[src/gpib_defines.svh]
// Purpose: Offsets, field positions, reset values and timing counts
// Assumes: 50 MHz clock
// Notes: Definitions only
`ifndef GPIB_DEFINES_SVH
`define GPIB_DEFINES_SVH
`define OFS_BUS_ADDRESS_CONFIG 8'h19
`define OFS_SERIAL_POLL_REPLY 8'h1b
`define OFS_PARALLEL_POLL_REPLY 8'h1d
`define OFS_BUS_DATA_OUT 8'h1f
`define OFS_CTRL_COMMAND 8'h20
`define OFS_CTRL_STATUS 8'h21
`define BIT_DUAL_ADDR 7
`define BIT_NO_LISTEN 6
`define BIT_NO_TALK 5
`define BIT_SRQ 6
`define RST_BYTE 8'h00
`define IFC_MIN_US 100
`define CLK_MHZ 50
`define IFC_CYCLES (`IFC_MIN_US * `CLK_MHZ)
`endif

[src/gpib_pkg.sv]
// Purpose: Types for the bus interface write registers
// Assumes: Nothing
// Notes: Constants live in gpib_defines.svh
package gpib_pkg;
   typedef enum logic [2:0] {
      CMD_NONE = 3'h0,
      CMD_ABORT = 3'h1,
      CMD_CLEAR = 3'h2,
      CMD_LOCAL = 3'h3,
      CMD_LOCK = 3'h4,
      CMD_ATN_OFF = 3'h5
   } ctl_cmd_t;
   typedef enum logic [1:0] {
      ST_IDLE = 2'b00,
      ST_IFC = 2'b01,
      ST_SEND = 2'b11,
      ST_DONE = 2'b10
   } ctl_state_t;
   typedef struct packed {
      logic [7:0] dio;
      logic dio_en;
      logic atn;
      logic ifc;
      logic ren;
      logic srq;
   } bus_out_t;
   typedef struct packed {
      logic atn;
      logic [7:0] dio;
      logic ren_only;
   } seq_out_t;
endpackage : gpib_pkg

[src/gpib_ctl_seq.sv]
// Purpose: Controller sequencer: abort timing and one-byte command issue
// Assumes: Inputs synchronous to clk
// Notes: ATN stays as last set between sequences
`include "gpib_defines.svh"
module gpib_ctl_seq #(
   parameter int IFC_CYCLES = `IFC_CYCLES
) (
   input wire logic clk,
   input wire logic rst,
   input wire logic start,
   input wire gpib_pkg::ctl_cmd_t cmd,
   input wire logic is_sys_ctl,
   input wire logic is_active,
   output logic busy,
   output logic error,
   output logic ifc,
   output logic ren_set,
   output logic make_active,
   output gpib_pkg::seq_out_t out
);
   typedef struct packed {
      gpib_pkg::ctl_state_t st;
      logic [15:0] cnt;
      logic err;
      logic ifc;
      logic ren;
      logic act;
      gpib_pkg::seq_out_t o;
   } seq_state_t;
   seq_state_t s, next_s;
   always_comb begin
      next_s = s;
      next_s.ren = 1'b0;
      next_s.act = 1'b0;
      case (s.st)
         gpib_pkg::ST_IDLE: begin
            if (start) begin
               next_s.err = 1'b0;
               if (cmd == gpib_pkg::CMD_ABORT && is_sys_ctl) begin
                  next_s.ifc = 1'b1;
                  next_s.cnt = 16'h0000;
                  next_s.st = gpib_pkg::ST_IFC;
               end else if (cmd == gpib_pkg::CMD_ABORT) begin
                  next_s.st = gpib_pkg::ST_IDLE;
               end else if (!is_active) begin
                  next_s.err = 1'b1;
               end else if (cmd == gpib_pkg::CMD_ATN_OFF) begin
                  next_s.o.atn = 1'b0;
               end else if (cmd != gpib_pkg::CMD_NONE) begin
                  next_s.o.atn = 1'b1;
                  case (cmd)
                     gpib_pkg::CMD_CLEAR: next_s.o.dio = 8'h14;
                     gpib_pkg::CMD_LOCAL: next_s.o.dio = 8'h01;
                     default: next_s.o.dio = 8'h11;
                  endcase
                  next_s.st = gpib_pkg::ST_SEND;
               end
            end
         end
         gpib_pkg::ST_IFC: begin
            next_s.cnt = s.cnt + 16'h0001;
            if (s.cnt == 16'(IFC_CYCLES - 1)) begin
               next_s.ifc = 1'b0;
               next_s.ren = 1'b1;
               next_s.act = 1'b1;
               next_s.o.atn = 1'b1;
               next_s.st = gpib_pkg::ST_DONE;
            end
         end
         gpib_pkg::ST_SEND: next_s.st = gpib_pkg::ST_DONE;
         gpib_pkg::ST_DONE: next_s.st = gpib_pkg::ST_IDLE;
         default: next_s.st = gpib_pkg::ST_IDLE;
      endcase
   end
   always_ff @(posedge clk) begin
      if (rst) s <= '0;
      else s <= next_s;
   end
   assign busy = (s.st != gpib_pkg::ST_IDLE);
   assign error = s.err;
   assign ifc = s.ifc;
   assign ren_set = s.ren;
   assign make_active = s.act;
   assign out = s.o;
   ifc_len_a: assert property (@(posedge clk) disable iff (rst)
      $rose(s.ifc) |-> s.ifc [*8]) else $error("IFC too short");
   ifc_count_a: assert property (@(posedge clk) disable iff (rst)
      $fell(s.ifc) |-> s.cnt == 16'(IFC_CYCLES)) else $error("IFC count wrong");
   atn_hold_a: assert property (@(posedge clk) disable iff (rst)
      (s.st == gpib_pkg::ST_IDLE && !start) |=> $stable(s.o.atn))
      else $error("ATN changed without command");
   abort_seq_a: assert property (@(posedge clk) disable iff (rst)
      $fell(s.ifc) |-> s.ren && s.o.atn) else $error("Abort order wrong");
   refuse_a: assert property (@(posedge clk) disable iff (rst)
      (s.st == gpib_pkg::ST_IDLE && start && !is_active && cmd != gpib_pkg::CMD_ABORT
       && cmd != gpib_pkg::CMD_NONE) |=> s.err && s.st == gpib_pkg::ST_IDLE)
      else $error("Command not refused");
   abort_c: cover property (@(posedge clk) disable iff (rst) $fell(s.ifc));
   send_c: cover property (@(posedge clk) disable iff (rst) s.st == gpib_pkg::ST_SEND);
endmodule : gpib_ctl_seq

[src/gpib_write_regs.sv]
// Purpose: Write-side register set of a GPIB talker/listener/controller
// Assumes: Avalon-MM slave with waitrequest, byte offsets as word indices
// Notes: Bus pins are split into level outputs; enables active low
//
// What this block does
// - Address bit 7 set selects dual primary addressing.
// - Address bit 6 set disables listener; listen address is ignored.
// - Address bit 5 set disables talker; talk address is ignored.
// - Address bits 4..0 hold own primary address for matching.
// - Serial poll returns bits 7 and 5..0 unchanged as status.
// - Serial poll reply with bit 6 set raises service request while serial poll is not active.
// - Parallel poll drives data lines from parallel poll reply bits.
// - ATN keeps its last set state between controller sequences.
// - Abort as system controller pulses IFC at least 100 us, then REN and ATN; otherwise abort only clears the error flag.
//
// The Avalon-MM register port is this design's own decision.
`include "gpib_defines.svh"
module gpib_write_regs #(
   parameter int IFC_CYCLES = `IFC_CYCLES
) (
   input wire logic clk,
   input wire logic rst,
   input wire logic [7:0] avs_address,
   input wire logic avs_read,
   input wire logic avs_write,
   input wire logic [31:0] avs_writedata,
   input wire logic [3:0] avs_byteenable,
   output logic [31:0] avs_readdata,
   output logic avs_waitrequest,
   input wire logic [7:0] bus_cmd_byte,
   input wire logic bus_atn_in,
   input wire logic serial_poll_active,
   input wire logic parallel_poll_active,
   input wire logic is_sys_ctl,
   output logic [7:0] dio_out,
   output logic dio_oe_n,
   output logic atn_out,
   output logic ifc_out,
   output logic ren_out,
   output logic srq_out,
   output logic listen_addressed,
   output logic talk_addressed,
   output logic byte_ready
);
   typedef struct packed {
      logic [7:0] addr_cfg;
      logic [7:0] spoll;
      logic [7:0] ppoll;
      logic [7:0] dout;
      logic active;
      logic ren;
      logic lad;
      logic tad;
      logic nba;
      logic wreq;
      logic oe_n;
      logic start;
      gpib_pkg::ctl_cmd_t cmd;
      logic [31:0] rdata;
      gpib_pkg::bus_out_t bo;
   } regs_state_t;
   regs_state_t s, next_s;
   logic seq_busy;
   logic seq_err;
   logic seq_ifc;
   logic seq_ren;
   logic seq_act;
   gpib_pkg::seq_out_t seq_o;
   logic [4:0] own;
   logic match_listen;
   logic match_talk;
   logic access;
   logic wr_en;
   assign own = s.addr_cfg[4:0];
   // Dual mode ignores the low address bit
   assign match_listen = bus_cmd_byte[6:5] == 2'b01 && (s.addr_cfg[`BIT_DUAL_ADDR]
      ? bus_cmd_byte[4:1] == own[4:1] : bus_cmd_byte[4:0] == own);
   assign match_talk = bus_cmd_byte[6:5] == 2'b10 && (s.addr_cfg[`BIT_DUAL_ADDR]
      ? bus_cmd_byte[4:1] == own[4:1] : bus_cmd_byte[4:0] == own);
   assign access = (avs_read || avs_write) && s.wreq;
   // Writes land at the edge where waitrequest is seen low
   assign wr_en = avs_write && !s.wreq && avs_byteenable[0];

   gpib_ctl_seq #(.IFC_CYCLES(IFC_CYCLES)) u_seq (
      .clk(clk),
      .rst(rst),
      .start(s.start),
      .cmd(s.cmd),
      .is_sys_ctl(is_sys_ctl),
      .is_active(s.active),
      .busy(seq_busy),
      .error(seq_err),
      .ifc(seq_ifc),
      .ren_set(seq_ren),
      .make_active(seq_act),
      .out(seq_o)
   );

   // ============================================================
   // Register file and bus side
   always_comb begin
      next_s = s;
      next_s.wreq = !access;
      next_s.start = 1'b0;
      next_s.rdata = 32'h0000_0000;
      if (avs_read && s.wreq) begin
         case (avs_address)
            `OFS_CTRL_STATUS: next_s.rdata = {24'h000000, 2'b00, s.nba, s.tad, s.lad,
               seq_err, seq_busy, s.active};
            default: next_s.rdata = 32'h0000_0000;
         endcase
      end
      if (wr_en) begin
         case (avs_address)
            `OFS_BUS_ADDRESS_CONFIG: next_s.addr_cfg = avs_writedata[7:0];
            `OFS_SERIAL_POLL_REPLY: next_s.spoll = avs_writedata[7:0];
            `OFS_PARALLEL_POLL_REPLY: next_s.ppoll = avs_writedata[7:0];
            `OFS_BUS_DATA_OUT: begin
               next_s.dout = avs_writedata[7:0];
               next_s.nba = 1'b1;
            end
            `OFS_CTRL_COMMAND: begin
               if (!seq_busy) begin
                  next_s.start = 1'b1;
                  next_s.cmd = gpib_pkg::ctl_cmd_t'(avs_writedata[2:0]);
               end
            end
            default: next_s.start = 1'b0;
         endcase
      end
      // ============================================================
      // Bus addressing from received commands
      if (bus_atn_in) begin
         if (match_listen && !s.addr_cfg[`BIT_NO_LISTEN]) next_s.lad = 1'b1;
         else if (bus_cmd_byte == 8'h3f) next_s.lad = 1'b0;
         if (match_talk && !s.addr_cfg[`BIT_NO_TALK]) next_s.tad = 1'b1;
         else if (bus_cmd_byte[6:5] == 2'b10 || bus_cmd_byte == 8'h5f) next_s.tad = 1'b0;
      end
      if (s.addr_cfg[`BIT_NO_LISTEN]) next_s.lad = 1'b0;
      if (s.addr_cfg[`BIT_NO_TALK]) next_s.tad = 1'b0;
      if (seq_act) next_s.active = 1'b1;
      if (seq_ren) next_s.ren = 1'b1;
      // ============================================================
      // Pin drive
      next_s.bo.srq = s.spoll[`BIT_SRQ] && !serial_poll_active;
      next_s.bo.ifc = seq_ifc;
      next_s.bo.ren = s.ren;
      next_s.bo.atn = s.active ? seq_o.atn : 1'b0;
      next_s.bo.dio_en = 1'b0;
      next_s.bo.dio = 8'h00;
      if (parallel_poll_active) begin
         next_s.bo.dio = s.ppoll;
         next_s.bo.dio_en = 1'b1;
      end else if (seq_busy && s.active && seq_o.atn) begin
         next_s.bo.dio = seq_o.dio;
         next_s.bo.dio_en = 1'b1;
      end else if (serial_poll_active && s.tad) begin
         next_s.bo.dio = {s.spoll[7], s.spoll[6], s.spoll[5:0]};
         next_s.bo.dio_en = 1'b1;
      end else if (s.tad && s.nba) begin
         next_s.bo.dio = s.dout;
         next_s.bo.dio_en = 1'b1;
      end
      next_s.oe_n = !next_s.bo.dio_en;
   end
   always_ff @(posedge clk) begin
      if (rst) begin
         s <= '0;
         s.wreq <= 1'b1;
         s.oe_n <= 1'b1;
      end else begin
         s <= next_s;
      end
   end

   assign avs_readdata = s.rdata;
   assign avs_waitrequest = s.wreq;
   assign dio_out = s.bo.dio;
   assign dio_oe_n = s.oe_n;
   assign atn_out = s.bo.atn;
   assign ifc_out = s.bo.ifc;
   assign ren_out = s.bo.ren;
   assign srq_out = s.bo.srq;
   assign listen_addressed = s.lad;
   assign talk_addressed = s.tad;
   assign byte_ready = s.nba;

   // ============================================================
   // Checks
   srq_follow_a: assert property (@(posedge clk) disable iff (rst)
      (s.spoll[6] && !serial_poll_active) |=> srq_out) else $error("SRQ missing");
   ppoll_drive_a: assert property (@(posedge clk) disable iff (rst)
      parallel_poll_active |=> !dio_oe_n && dio_out == $past(s.ppoll))
      else $error("Parallel poll data wrong");
   no_listen_a: assert property (@(posedge clk) disable iff (rst)
      s.addr_cfg[6] |=> !listen_addressed) else $error("Listener not disabled");
   no_talk_a: assert property (@(posedge clk) disable iff (rst)
      s.addr_cfg[5] |=> !talk_addressed) else $error("Talker not disabled");
   addr_match_a: assert property (@(posedge clk) disable iff (rst)
      (bus_atn_in && !s.addr_cfg[7] && !s.addr_cfg[6] && bus_cmd_byte == {3'b001, own})
      |=> listen_addressed) else $error("Own address not matched");
   dual_match_a: assert property (@(posedge clk) disable iff (rst)
      (bus_atn_in && s.addr_cfg[7] && !s.addr_cfg[6] && bus_cmd_byte == {3'b001, own ^ 5'h01})
      |=> listen_addressed) else $error("Dual address not matched");
   dout_drive_a: assert property (@(posedge clk) disable iff (rst)
      (s.tad && s.nba && !parallel_poll_active && !serial_poll_active && !seq_busy)
      |=> dio_out == $past(s.dout)) else $error("Data out not driven");
   spoll_a: assert property (@(posedge clk) disable iff (rst)
      (serial_poll_active && s.tad && !parallel_poll_active && !seq_busy)
      |=> dio_out == $past(s.spoll)) else $error("Serial poll byte wrong");
   cmd_drive_a: assert property (@(posedge clk) disable iff (rst)
      (seq_busy && s.active && seq_o.atn && !parallel_poll_active)
      |=> !dio_oe_n && atn_out) else $error("Command byte not driven with ATN");
   wait_a: assert property (@(posedge clk) disable iff (rst)
      (avs_write && avs_waitrequest) |=> !avs_waitrequest) else $error("No answer");
   ppoll_c: cover property (@(posedge clk) disable iff (rst) parallel_poll_active);
   srq_c: cover property (@(posedge clk) disable iff (rst) $rose(srq_out));
   talk_c: cover property (@(posedge clk) disable iff (rst) $rose(talk_addressed));
endmodule : gpib_write_regs

[config.mk]
export PLATFORM = sky130hd
export DESIGN_NAME = gpib_write_regs
export DESIGN_NICKNAME = d
export VERILOG_FILES = /design/src/gpib_pkg.sv /design/src/gpib_ctl_seq.sv /design/src/gpib_write_regs.sv
export VERILOG_INCLUDE_DIRS = /design/src
export SDC_FILE = /design/constraint.sdc
export NUM_CORES = 1
export LEC_CHECK = 0
export ABC_AREA = 1
export BUFFER_PORTS_ARGS = -buffer_cell sky130_fd_sc_hd__buf_4
export CAP_MARGIN = 20
export CORE_ASPECT_RATIO = 0.75
export CORE_MARGIN = 4
export CORE_UTILIZATION = 53
export DETAILED_ROUTE_END_ITERATION = 8
export GPL_TIMING_DRIVEN = 0
export PLACE_DENSITY = 0.8
export SETUP_SLACK_MARGIN = 0.15
export SYNTH_ARGS = -nofsm -noshare
export SYNTH_HDL_FRONTEND = slang
export SYNTH_SLANG_ARGS = --single-unit
[constraint.sdc]
create_clock -name clk -period 1.85 [get_ports clk]
set_clock_uncertainty 0.15 [all_clocks]
set_input_delay 0.2775 -clock clk [delete_from_list [all_inputs] [get_ports clk]]
set_output_delay 0.2775 -clock clk [all_outputs]
set_load 0.01 [all_outputs]
After elaboration in Yosys (flattened, before gate mapping) --
Index checks and enable logic that the tools add are counted.
Storage, ports and cells: bits of input ports 60, output and inout port bits 49, word-level logic and storage cells 152, register bits after elaboration 118
Cells by class: bitwise gates (word level) 10, reduce and logical (&&, ||, !) cells 48, add/sub/neg operators 1, equality and inequality tests 30, mux-type cells 35
Operators by type and width (count):
- 9-bit two-way mux | 9
- 8-bit by 5-bit equality test with 1-bit output, second input constant | 4
- 16-bit one-hot mux with 2 select lines | 1
- 8-bit by 6-bit equality test with 1-bit output, second input constant | 3
- 20-bit two-way mux | 1
- 16-bit by 1-bit adder with 16-bit output, second input constant | 1
- 16-bit by 13-bit equality test with 1-bit output, second input constant | 1
- 16-bit two-way mux | 1
- 1-bit logical AND | 14
- 2-bit AND reduction | 7
- 7-bit AND reduction | 2
- 2-bit two-way mux | 6
- 1-bit two-way mux | 10
- 1-bit NOT | 10
- 5-bit one-hot mux with 2 select lines | 1
- 2-bit OR reduction | 5
- 8-bit by 7-bit equality test with 1-bit output, second input constant | 1
- 4-bit two-way mux | 2
- 8-bit two-way mux | 1
- 2-bit inequality test, second input constant | 4
- 4-bit by 2-bit inequality test with 1-bit output, second input constant | 2
- 2-bit one-hot mux with 4 select lines | 1
- 2-bit nonzero test | 4
- 2-bit equality test, second input constant | 3
- 18 further kinds | 30

Depth between registers and ports, before layout --
Gate-level depths: netlist of run 1.
depth in word-level cells 9, gate-level depth with buffers 10, gate-level depth less buffers 10

Modules after synthesis --
From an unflattened synthesis of run 1, not the netlist that was laid out.
Unflattened totals: cell total of the unflattened synthesis 642, area total of the unflattened synthesis 4379.2 um^2
By module, submodules not included:
- gpib_write_regs | cells an instance 408, area each 2894.0 um^2, instances 1, seq. area each 1221.2 um^2
- gpib_ctl_seq | cells an instance 234, area each 1485.2 um^2, instances 1, seq. area each 500.5 um^2

Least setup slack after synthesis of run 1 --
Ideal clock, no wire load.
path kind reg-to-reg, start reg u_seq.s[14] (netlist bit), end reg u_seq.s[30] (netlist bit), clock period less this slack 1.438 ns, library setup time 0.115 ns, required time 1.585 ns, arrival 1.172 ns, stages on the path, launching flop included 11, slack 0.412 ns, path buffers 0, path through dfxtp_1 -> ha_1 -> nand2_1 -> inv_1 -> nand2_1 -> nor2_1 -> nand2_1 -> nand2_1 -> nand2_1 -> o21ai_0 -> inv_1
On the way: longest elaborated chain between the ends 3
RTL lines:
- start: declaration | RTL line gpib_ctl_seq.sv:30 | seq_state_t s, next_s;
- start signal: assignment | RTL line gpib_ctl_seq.sv:77 | else s <= next_s;
- 16-bit by 13-bit equality test with 1-bit output | RTL line gpib_ctl_seq.sv:62 | if (s.cnt == 16'(IFC_CYCLES - 1)) begin
- 2-bit by 1-bit inequality test with 1-bit output (no line)
- 5-bit AND reduction (no line)
No other way between the ends. A chain may end at the register's enable or synchronous reset.

Final worst setup path of run 1 --
start reg u_seq.s[30] (netlist bit), end reg u_seq.s[27] (netlist bit)
On the way: longest elaborated chain between the ends 3, elaborated cells on any way between the ends 7, those cells by class eq/ne (3); mux (1); reduce/logical (3)
RTL lines:
- 2-bit zero test or 2-bit by 1-bit equality test with 1-bit output (tied branches) | RTL line gpib_ctl_seq.sv:35 | case (s.st)
- 2-bit by 1-bit inequality test with 1-bit output (no line) (tied with other cells)
- 3-bit AND reduction (no line)
Several ways; a longest one is shown, not always the timed one.

==> impl_metrics.yaml, run 1 <==
grt:
  grt_use_total_pct: 21.1
  grt_pass1_wl_um: 15300
  grt_max_degree: 17
  grt_overflow_total: 0
  grt_pass1_vias: 3322
  antenna_found_initial: 0
place:
  numPortBuffers: 54
  pre_cts_ws_ns: 0.190
  dpl.hpwl_um: 6910
  gp_congestion: 0.893
timing:
  finalMaxSlewViolations: 0
  rsz0062_at_grt: "yes"
  fin_crit_ns: 1.63
  hold_viol: 0
  worst_pin_slew_ns: 0.546
  clock.fmax_mhz: 613
  setup_viol: 0
  relSlewSlack_pct: 63.6
  tns_ns: 0
  fin_crit_sh_pct: 88.1
  setup_ws_ns: 0.220
  whs_ns: 0.0335
power:
  p_leak_nw: 2.09
  vdd_ir_drop_max_mv: 0.326
  power_density_nw_per_um2: 676
synthesis:
  synth_top_area_share_pct: 42.1
  syn_inst: 553
  synth.largest_area_cell: "dfxtp_1"
  async_reset_ff_share_pct: 0
  seq_area_frac_synth_pct: 42.1
  synth_area_um2: 4040
  synthSimpleGateAreaFrac_pct: 23.5
  synth_edf_count: 0
  synth_warnings: 0
  postSynthAreaPerCell_um2: 7.30
  synth_mux_area_share_pct: 0
  synth_seq_cells: 85
  synthAdderAreaFrac_pct: 0.310
  synth_commonest_cells: "85 x dfxtp_1, 75 x nand2_1, 74 x inv_1"
  synth_most_common_cell: "dfxtp_1"
  synth.area.top_cells: "dfxtp_1 42%, a21oi_1 7.8%, buf_4 7.6%"
  synth_compound_gate_area_share_pct: 16.2
  synth_top_family_by_area: "simple AND/OR/NAND/NOR gates"
  ys.flop_type: "dfxtp_1"
  synth_xor_area_share_pct: 0.867
  yosysUniqueCellTypes: 35
layout:
  fillerInstances: 658
  multi_input_comb_area_um2: 1770
  ff_latch_area_um2: 1710
  drive_gt1_share_pct: 23.3
  syn_to_final_growth_pct: 21.7
  finalNetCount: 708
  diodes: 0
cts:
  cts_sinks: 85
  cts_tree: "built"
  insertion_delay_ns: 0.36
  h-tree-depth: 3
  clkTransAtPathRegs_ns: 0.09
  cts_max_path_buffers: 2
  cts_buffers: 9
  cts_root_buffer: "clkbuf_8"
hold_path:
  worstHoldStart: "avs_writedata[0]"
  hp-class: "input port to flip-flop"
  whs_endpoint: "s[45]$_SDFFE_PP0P_"
  whs_path_depth: 2
detailed_routing:
  met3WireLength_um: 735
  drtIter0Drc: 221
  highest_layer: "met4"
  met1_length_um: 4450
  first_pass_iters: 5
  totalWireLength_um: 9130
  via_per_inst: 4.90
  wire_per_inst_um: 12.1
  ant_nets: 0
  vias: 3692
  route.detailed.drc: 0
  met2_length_um: 3830
die:
  die_w_um: 109
  io_pins: 109
  num_rows: 27
  core_area_um2: 7360
  dieArea_um2: 9100
  start_util_pct: 54.8
  fp.dieH_um: 83.6
critical_path:
  worstPathCellList: "inv_2, nor2_2, inv_2, nand2_4, buf_6, nand2_1, o21ai_1, nor2_2"
  reg2reg_depth: 8
  start_kind: "flip-flop"
  crit_type: "flip-flop to flip-flop"
  worstPathRequired_ns: 1.96
  rrSetupSlack_ns: 0.22
  r2r-start: "u_seq.s[30]$_SDFFE_PP0P_"
  cp_max_fo: 10
  endpoint_kind: "flip-flop"
  cpLargestDelayFamily: "simple AND/OR/NAND/NOR gates"
  crit_buf_inv: 3
  cp_num_cells: 8
  worstPathArrival_ns: 1.74
  cpPeakStageDelay_ns: 0.37
  rr_endpoint: "u_seq.s[27]$_SDFFE_PP0P_"
  cp_slowest_cell: "dfxtp_1"
run_status:
  status: "finished, final reports clean"
run:
  max_cap_violations: 0
metrics by stage:
stage	util (%)	cells	instance area [µm²]	power, W
final	66.7	753	4910	0.00332
after global routing	66.7	753	4910	0.00346
after CTS	66.3	752	4880	0.00335
after detailed placement	63.3	733	4660	0.00214
after global placement	63.3	733	4660	0.00214
after floorplan	-	578	4130	0.00203
layout by cell type, fill, tap and decap left out, types with 2 or more instances in the layout:
cell,netlist,final
buf_4,41,96
dfxtp_1,85,82
nand2_1,75,75
inv_1,74,74
a21oi_1,63,63
nor2_1,54,52
o21ai_0,47,46
nand3_1,30,29
conb_1,1,26
nor3_1,13,13
clkbuf_8,0,9
nand4_1,8,8
nor2_2,5,6
o21ai_1,5,6
inv_2,5,5
nand3_2,4,5
nand2_2,5,5
o21a_1,4,4
buf_6,4,4
xor2_1,4,4
nor2_4,2,3
clkbuf_1,3,3
a31oi_1,4,3
dlygate4sd3_1,0,3
dfxtp_2,0,3
buf_2,2,2
buf_1,2,2
nor3_2,2,2
nand3b_1,2,2
clkinv_4,0,2
clkinvlp_4,0,2
report_power, final:
group | leakage [nW] | internal, W | switching, W | total [W]
Combinational | 1.32 | 0.000124 | 0.000148 | 0.000272
Sequential | 0.687 | 0.00184 | 0.00000582 | 0.00184
Clock | 0.0886 | 0.000505 | 0.000702 | 0.00121
worst reg2reg max path, stage by stage (launching register included):
cell and delay, ns:
dfxtp_1 0.37, inv_2 0.06, nor2_2 0.24, inv_2 0.12, nand2_4 0.15, buf_6 0.16, nand2_1 0.07, o21ai_1 0.15
nor2_2 0.05
per-layer routing:
layer / vias to the layer above / GRT usage (%)
li1: 1903 / -
met1: 1641 / 30.6
met2: 139 / 30.4
met3: 9 / 5.18
met4: 0 / 6.77
met5: - / 0
how the worst max path moves through the flow:
stage                                        start                  endpoint  slack, ns
after global placement    u_seq.s[14]$_SDFFE_PP0P_  u_seq.s[30]$_SDFFE_PP0P_       0.19
after floorplan           u_seq.s[14]$_SDFFE_PP0P_  u_seq.s[30]$_SDFFE_PP0P_       0.41
after CTS                 u_seq.s[14]$_SDFFE_PP0P_  u_seq.s[26]$_SDFFE_PP0P_       0.19
final                     u_seq.s[30]$_SDFFE_PP0P_  u_seq.s[27]$_SDFFE_PP0P_       0.22
after global routing      u_seq.s[30]$_SDFFE_PP0P_  u_seq.s[27]$_SDFFE_PP0P_       0.12
after detailed placement  u_seq.s[14]$_SDFFE_PP0P_  u_seq.s[30]$_SDFFE_PP0P_       0.19
layout make-up:
cell class,instances,share of cell area [%]
clock inverters,7,1.27
well taps,101,2.57
clock buffers,9,2.52
inverters,79,6.04
multi-input cells,361,36.0
flip-flops and latches,85,34.7
plain buffers,53,7.87
repair buffers,58,9.01
cells by family after synthesis:
group,Yosys count
buf+inv,132
other cells,1
fa+ha+maj,1
compound gates,126
simple gates,204
flops,85
xor+xnor,4
timing repair:
action                                 in CTS  in global routing
hold buffers                                3                  0
setup endpoints to repair                   0                 22
buffers inserted                            0                  1
gates resized for setup                     0                  9
endpoints found under the hold margin       2                  0
state kept, by name (all words and copies together), names as in the netlist:
register and cells:
own 5, avs_waitrequest 1, avs_readdata 6, u_seq.s 18, dio_out 8, srq_out 1
ren_out 1, ifc_out 1, talk_addressed 1, dio_oe_n 1, u_seq.error 1, listen_addressed 1
u_seq.make_active 1, u_seq.out 4, atn_out 1, s 32, byte_ready 1, u_seq.ifc 1
Note: power is estimated with default switching activity, not from simulation.
==> run 2, diff against run 1 <==
==> constraint.sdc (replaced) <==
create_clock -name clk -period 1.6 [get_ports clk]
set_clock_uncertainty 0.15 [all_clocks]
set_input_delay 0.24 -clock clk [delete_from_list [all_inputs] [get_ports clk]]
set_output_delay 0.24 -clock clk [all_outputs]
set_load 0.01 [all_outputs]
==> impl_metrics.yaml, run 2 (same netlist as run 1, synthesis figures left out) <==
power:
  power_density_nw_per_um2: 722
  vdd_ir_drop_max_mv: 0.387
  p_leak_nw: 2.27
detailed_routing:
  route.detailed.drc: 0
  vias: 3859
  drtIter0Drc: 209
  via_per_inst: 4.95
  ant_nets: 0
  totalWireLength_um: 10100
  first_pass_iters: 5
  wire_per_inst_um: 13.0
place:
  gp_congestion: 0.893
  numPortBuffers: 54
  dp_cells: 733
  dpl.hpwl_um: 6910
  dpl_cell_area_um2: 4660
die:
  dieArea_um2: 9100
  num_rows: 27
  die_w_um: 109
  start_util_pct: 54.8
  fp.dieH_um: 83.6
  core_area_um2: 7360
  io_pins: 109
timing:
  relSlewSlack_pct: 58.5
  finalMaxSlewViolations: 0
  rsz0062_at_grt: "yes"
  fin_crit_ns: 1.51
  worst_pin_slew_ns: 0.622
  whs_ns: 0.0104
  clock.fmax_mhz: 664
  fin_crit_sh_pct: 94.2
  setup_viol: 0
  hold_viol: 0
cts:
  cts_tree: "built"
  cts_sinks: 85
  cts_root_buffer: "clkbuf_8"
  h-tree-depth: 3
  clkTransAtPathRegs_ns: 0.09
  insertion_delay_ns: 0.37
  cts_max_path_buffers: 2
  cts_buffers: 9
critical_path:
  cp_num_cells: 9
  worstPathRequired_ns: 1.76
  cpLargestDelayFamily: "simple AND/OR/NAND/NOR gates"
  crit_buf_inv: 2
  cp_max_fo: 4
  reg2reg_depth: 9
  start_kind: "flip-flop"
  cpPeakStageDelay_ns: 0.37
  cp_slowest_cell: "dfxtp_2"
  worstPathCellList: "buf_4, nand3_2, inv_2, nand2_2, nor2_4, nand3_2, nor2_1, nor2_1, nor2_2"
  worstPathArrival_ns: 1.67
  endpoint_kind: "flip-flop"
  crit_type: "flip-flop to flip-flop"
hold_path:
  hp-class: "input port to flip-flop"
  whs_path_depth: 3
grt:
  antenna_found_initial: 0
  grt_pass1_wl_um: 16100
  grt_pass1_vias: 3469
  grt_overflow_total: 0
  grt_use_total_pct: 22.2
  grt_max_degree: 17
layout:
  syn_to_final_growth_pct: 32.8
  finalNetCount: 734
  finalInstanceArea_um2: 5360
  final_cell_mix: "117 x buf_4, 69 x inv_1, 68 x dfxtp_1"
  regMostFlops: "s"
  final_cells: 779
  largest_reg_flops: 32
  layout_commonest_cell: "buf_4"
  drive_gt1_share_pct: 32.7
  diodes: 0
run_status:
  status: "finished, final reports clean"
run:
  max_cap_violations: 0
[run 2: cell count changes in the layout (fill, tap and decap cells not counted), sizes merged]
cell,previous run,this run
buf,104,127
dlygate4sd3,3,6
[run 2: routing by layer]
layer | global-route usage, % | part of all wire (%) | vias to the layer above
li1 | - | - | 1965
met1 | 31.4 | 46 | 1718
met2 | 33.4 | 44 | 159
met3 | 5.18 | 8.0 | 17
met4 | 6.77 | 1.5 | 0
met5 | 0 | 0 | -
[run 2: tightest hold or removal path, delay by kind of cell]
| family | cells | cell delay, ns |
|---|---|---|
| AO/OA/AOI/OAI | 1 | 0.12 |
| buffers and inverters | 1 | 0.08 |
| AND/OR/NAND/NOR | 1 | 0.05 |
[run 2: area by class of cell]
cell class	count	area [µm²]
buffer	53	387
clock buffer	9	124
clock inverter	7	62.6
fill	582	2000
inverter	79	309
multi-input combinational	361	1970
sequential	85	1740
tap	101	126
timing repair buffer	84	653
[run 2: stage by stage]
step / worst slack (ns) / utilization, % / total power, W / TNS [ns]
6_report: 0.0932 / 72.8 / 0.00387 / 0
5_1_grt: 0.0132 / 72.8 / 0.00401 / 0
4_1_cts: 0.133 / 69.6 / 0.00388 / 0
3_5_place_dp: -0.0600 / 63.3 / 0.00248 / -0.226
3_3_place_gp: -0.0566 / 63.3 / 0.00247 / -0.106
2_1_floorplan: 0.162 / - / 0.00235 / 0
[run 2: path summary, 6_finish.rpt]
check / from / endpoint / slack (ns)
hold / removal: bus_cmd_byte[5] / talk_addressed$_SDFFE_PP0P_ / 0.01
hold reg to reg: u_seq.ifc$_SDFFE_PP0P_ / ifc_out$_SDFF_PP0_ / 0.28
setup reg to reg: u_seq.s[15]$_SDFFE_PP0P_ / u_seq.s[27]$_SDFFE_PP0P_ / 0.09
setup / recovery: u_seq.s[15]$_SDFFE_PP0P_ / u_seq.s[27]$_SDFFE_PP0P_ / 0.09
[run 2: repair_timing]
item,4_1_cts,5_1_grt
buffers inserted,15,8
endpoints found under the setup margin,33,37
pin swaps,10,21
hold buffers,6,0
gates resized for setup,35,55
endpoints found under the hold margin,5,0
cloned,1,0
[run 2: report_power, final]
part	switching, W	leakage [nW]	internal (W)
clock	0.000836	0.0886	0.000583
sequential	0.00000671	0.696	0.00211
combinational	0.000180	1.49	0.000152
total	0.00102	2.27	0.00285
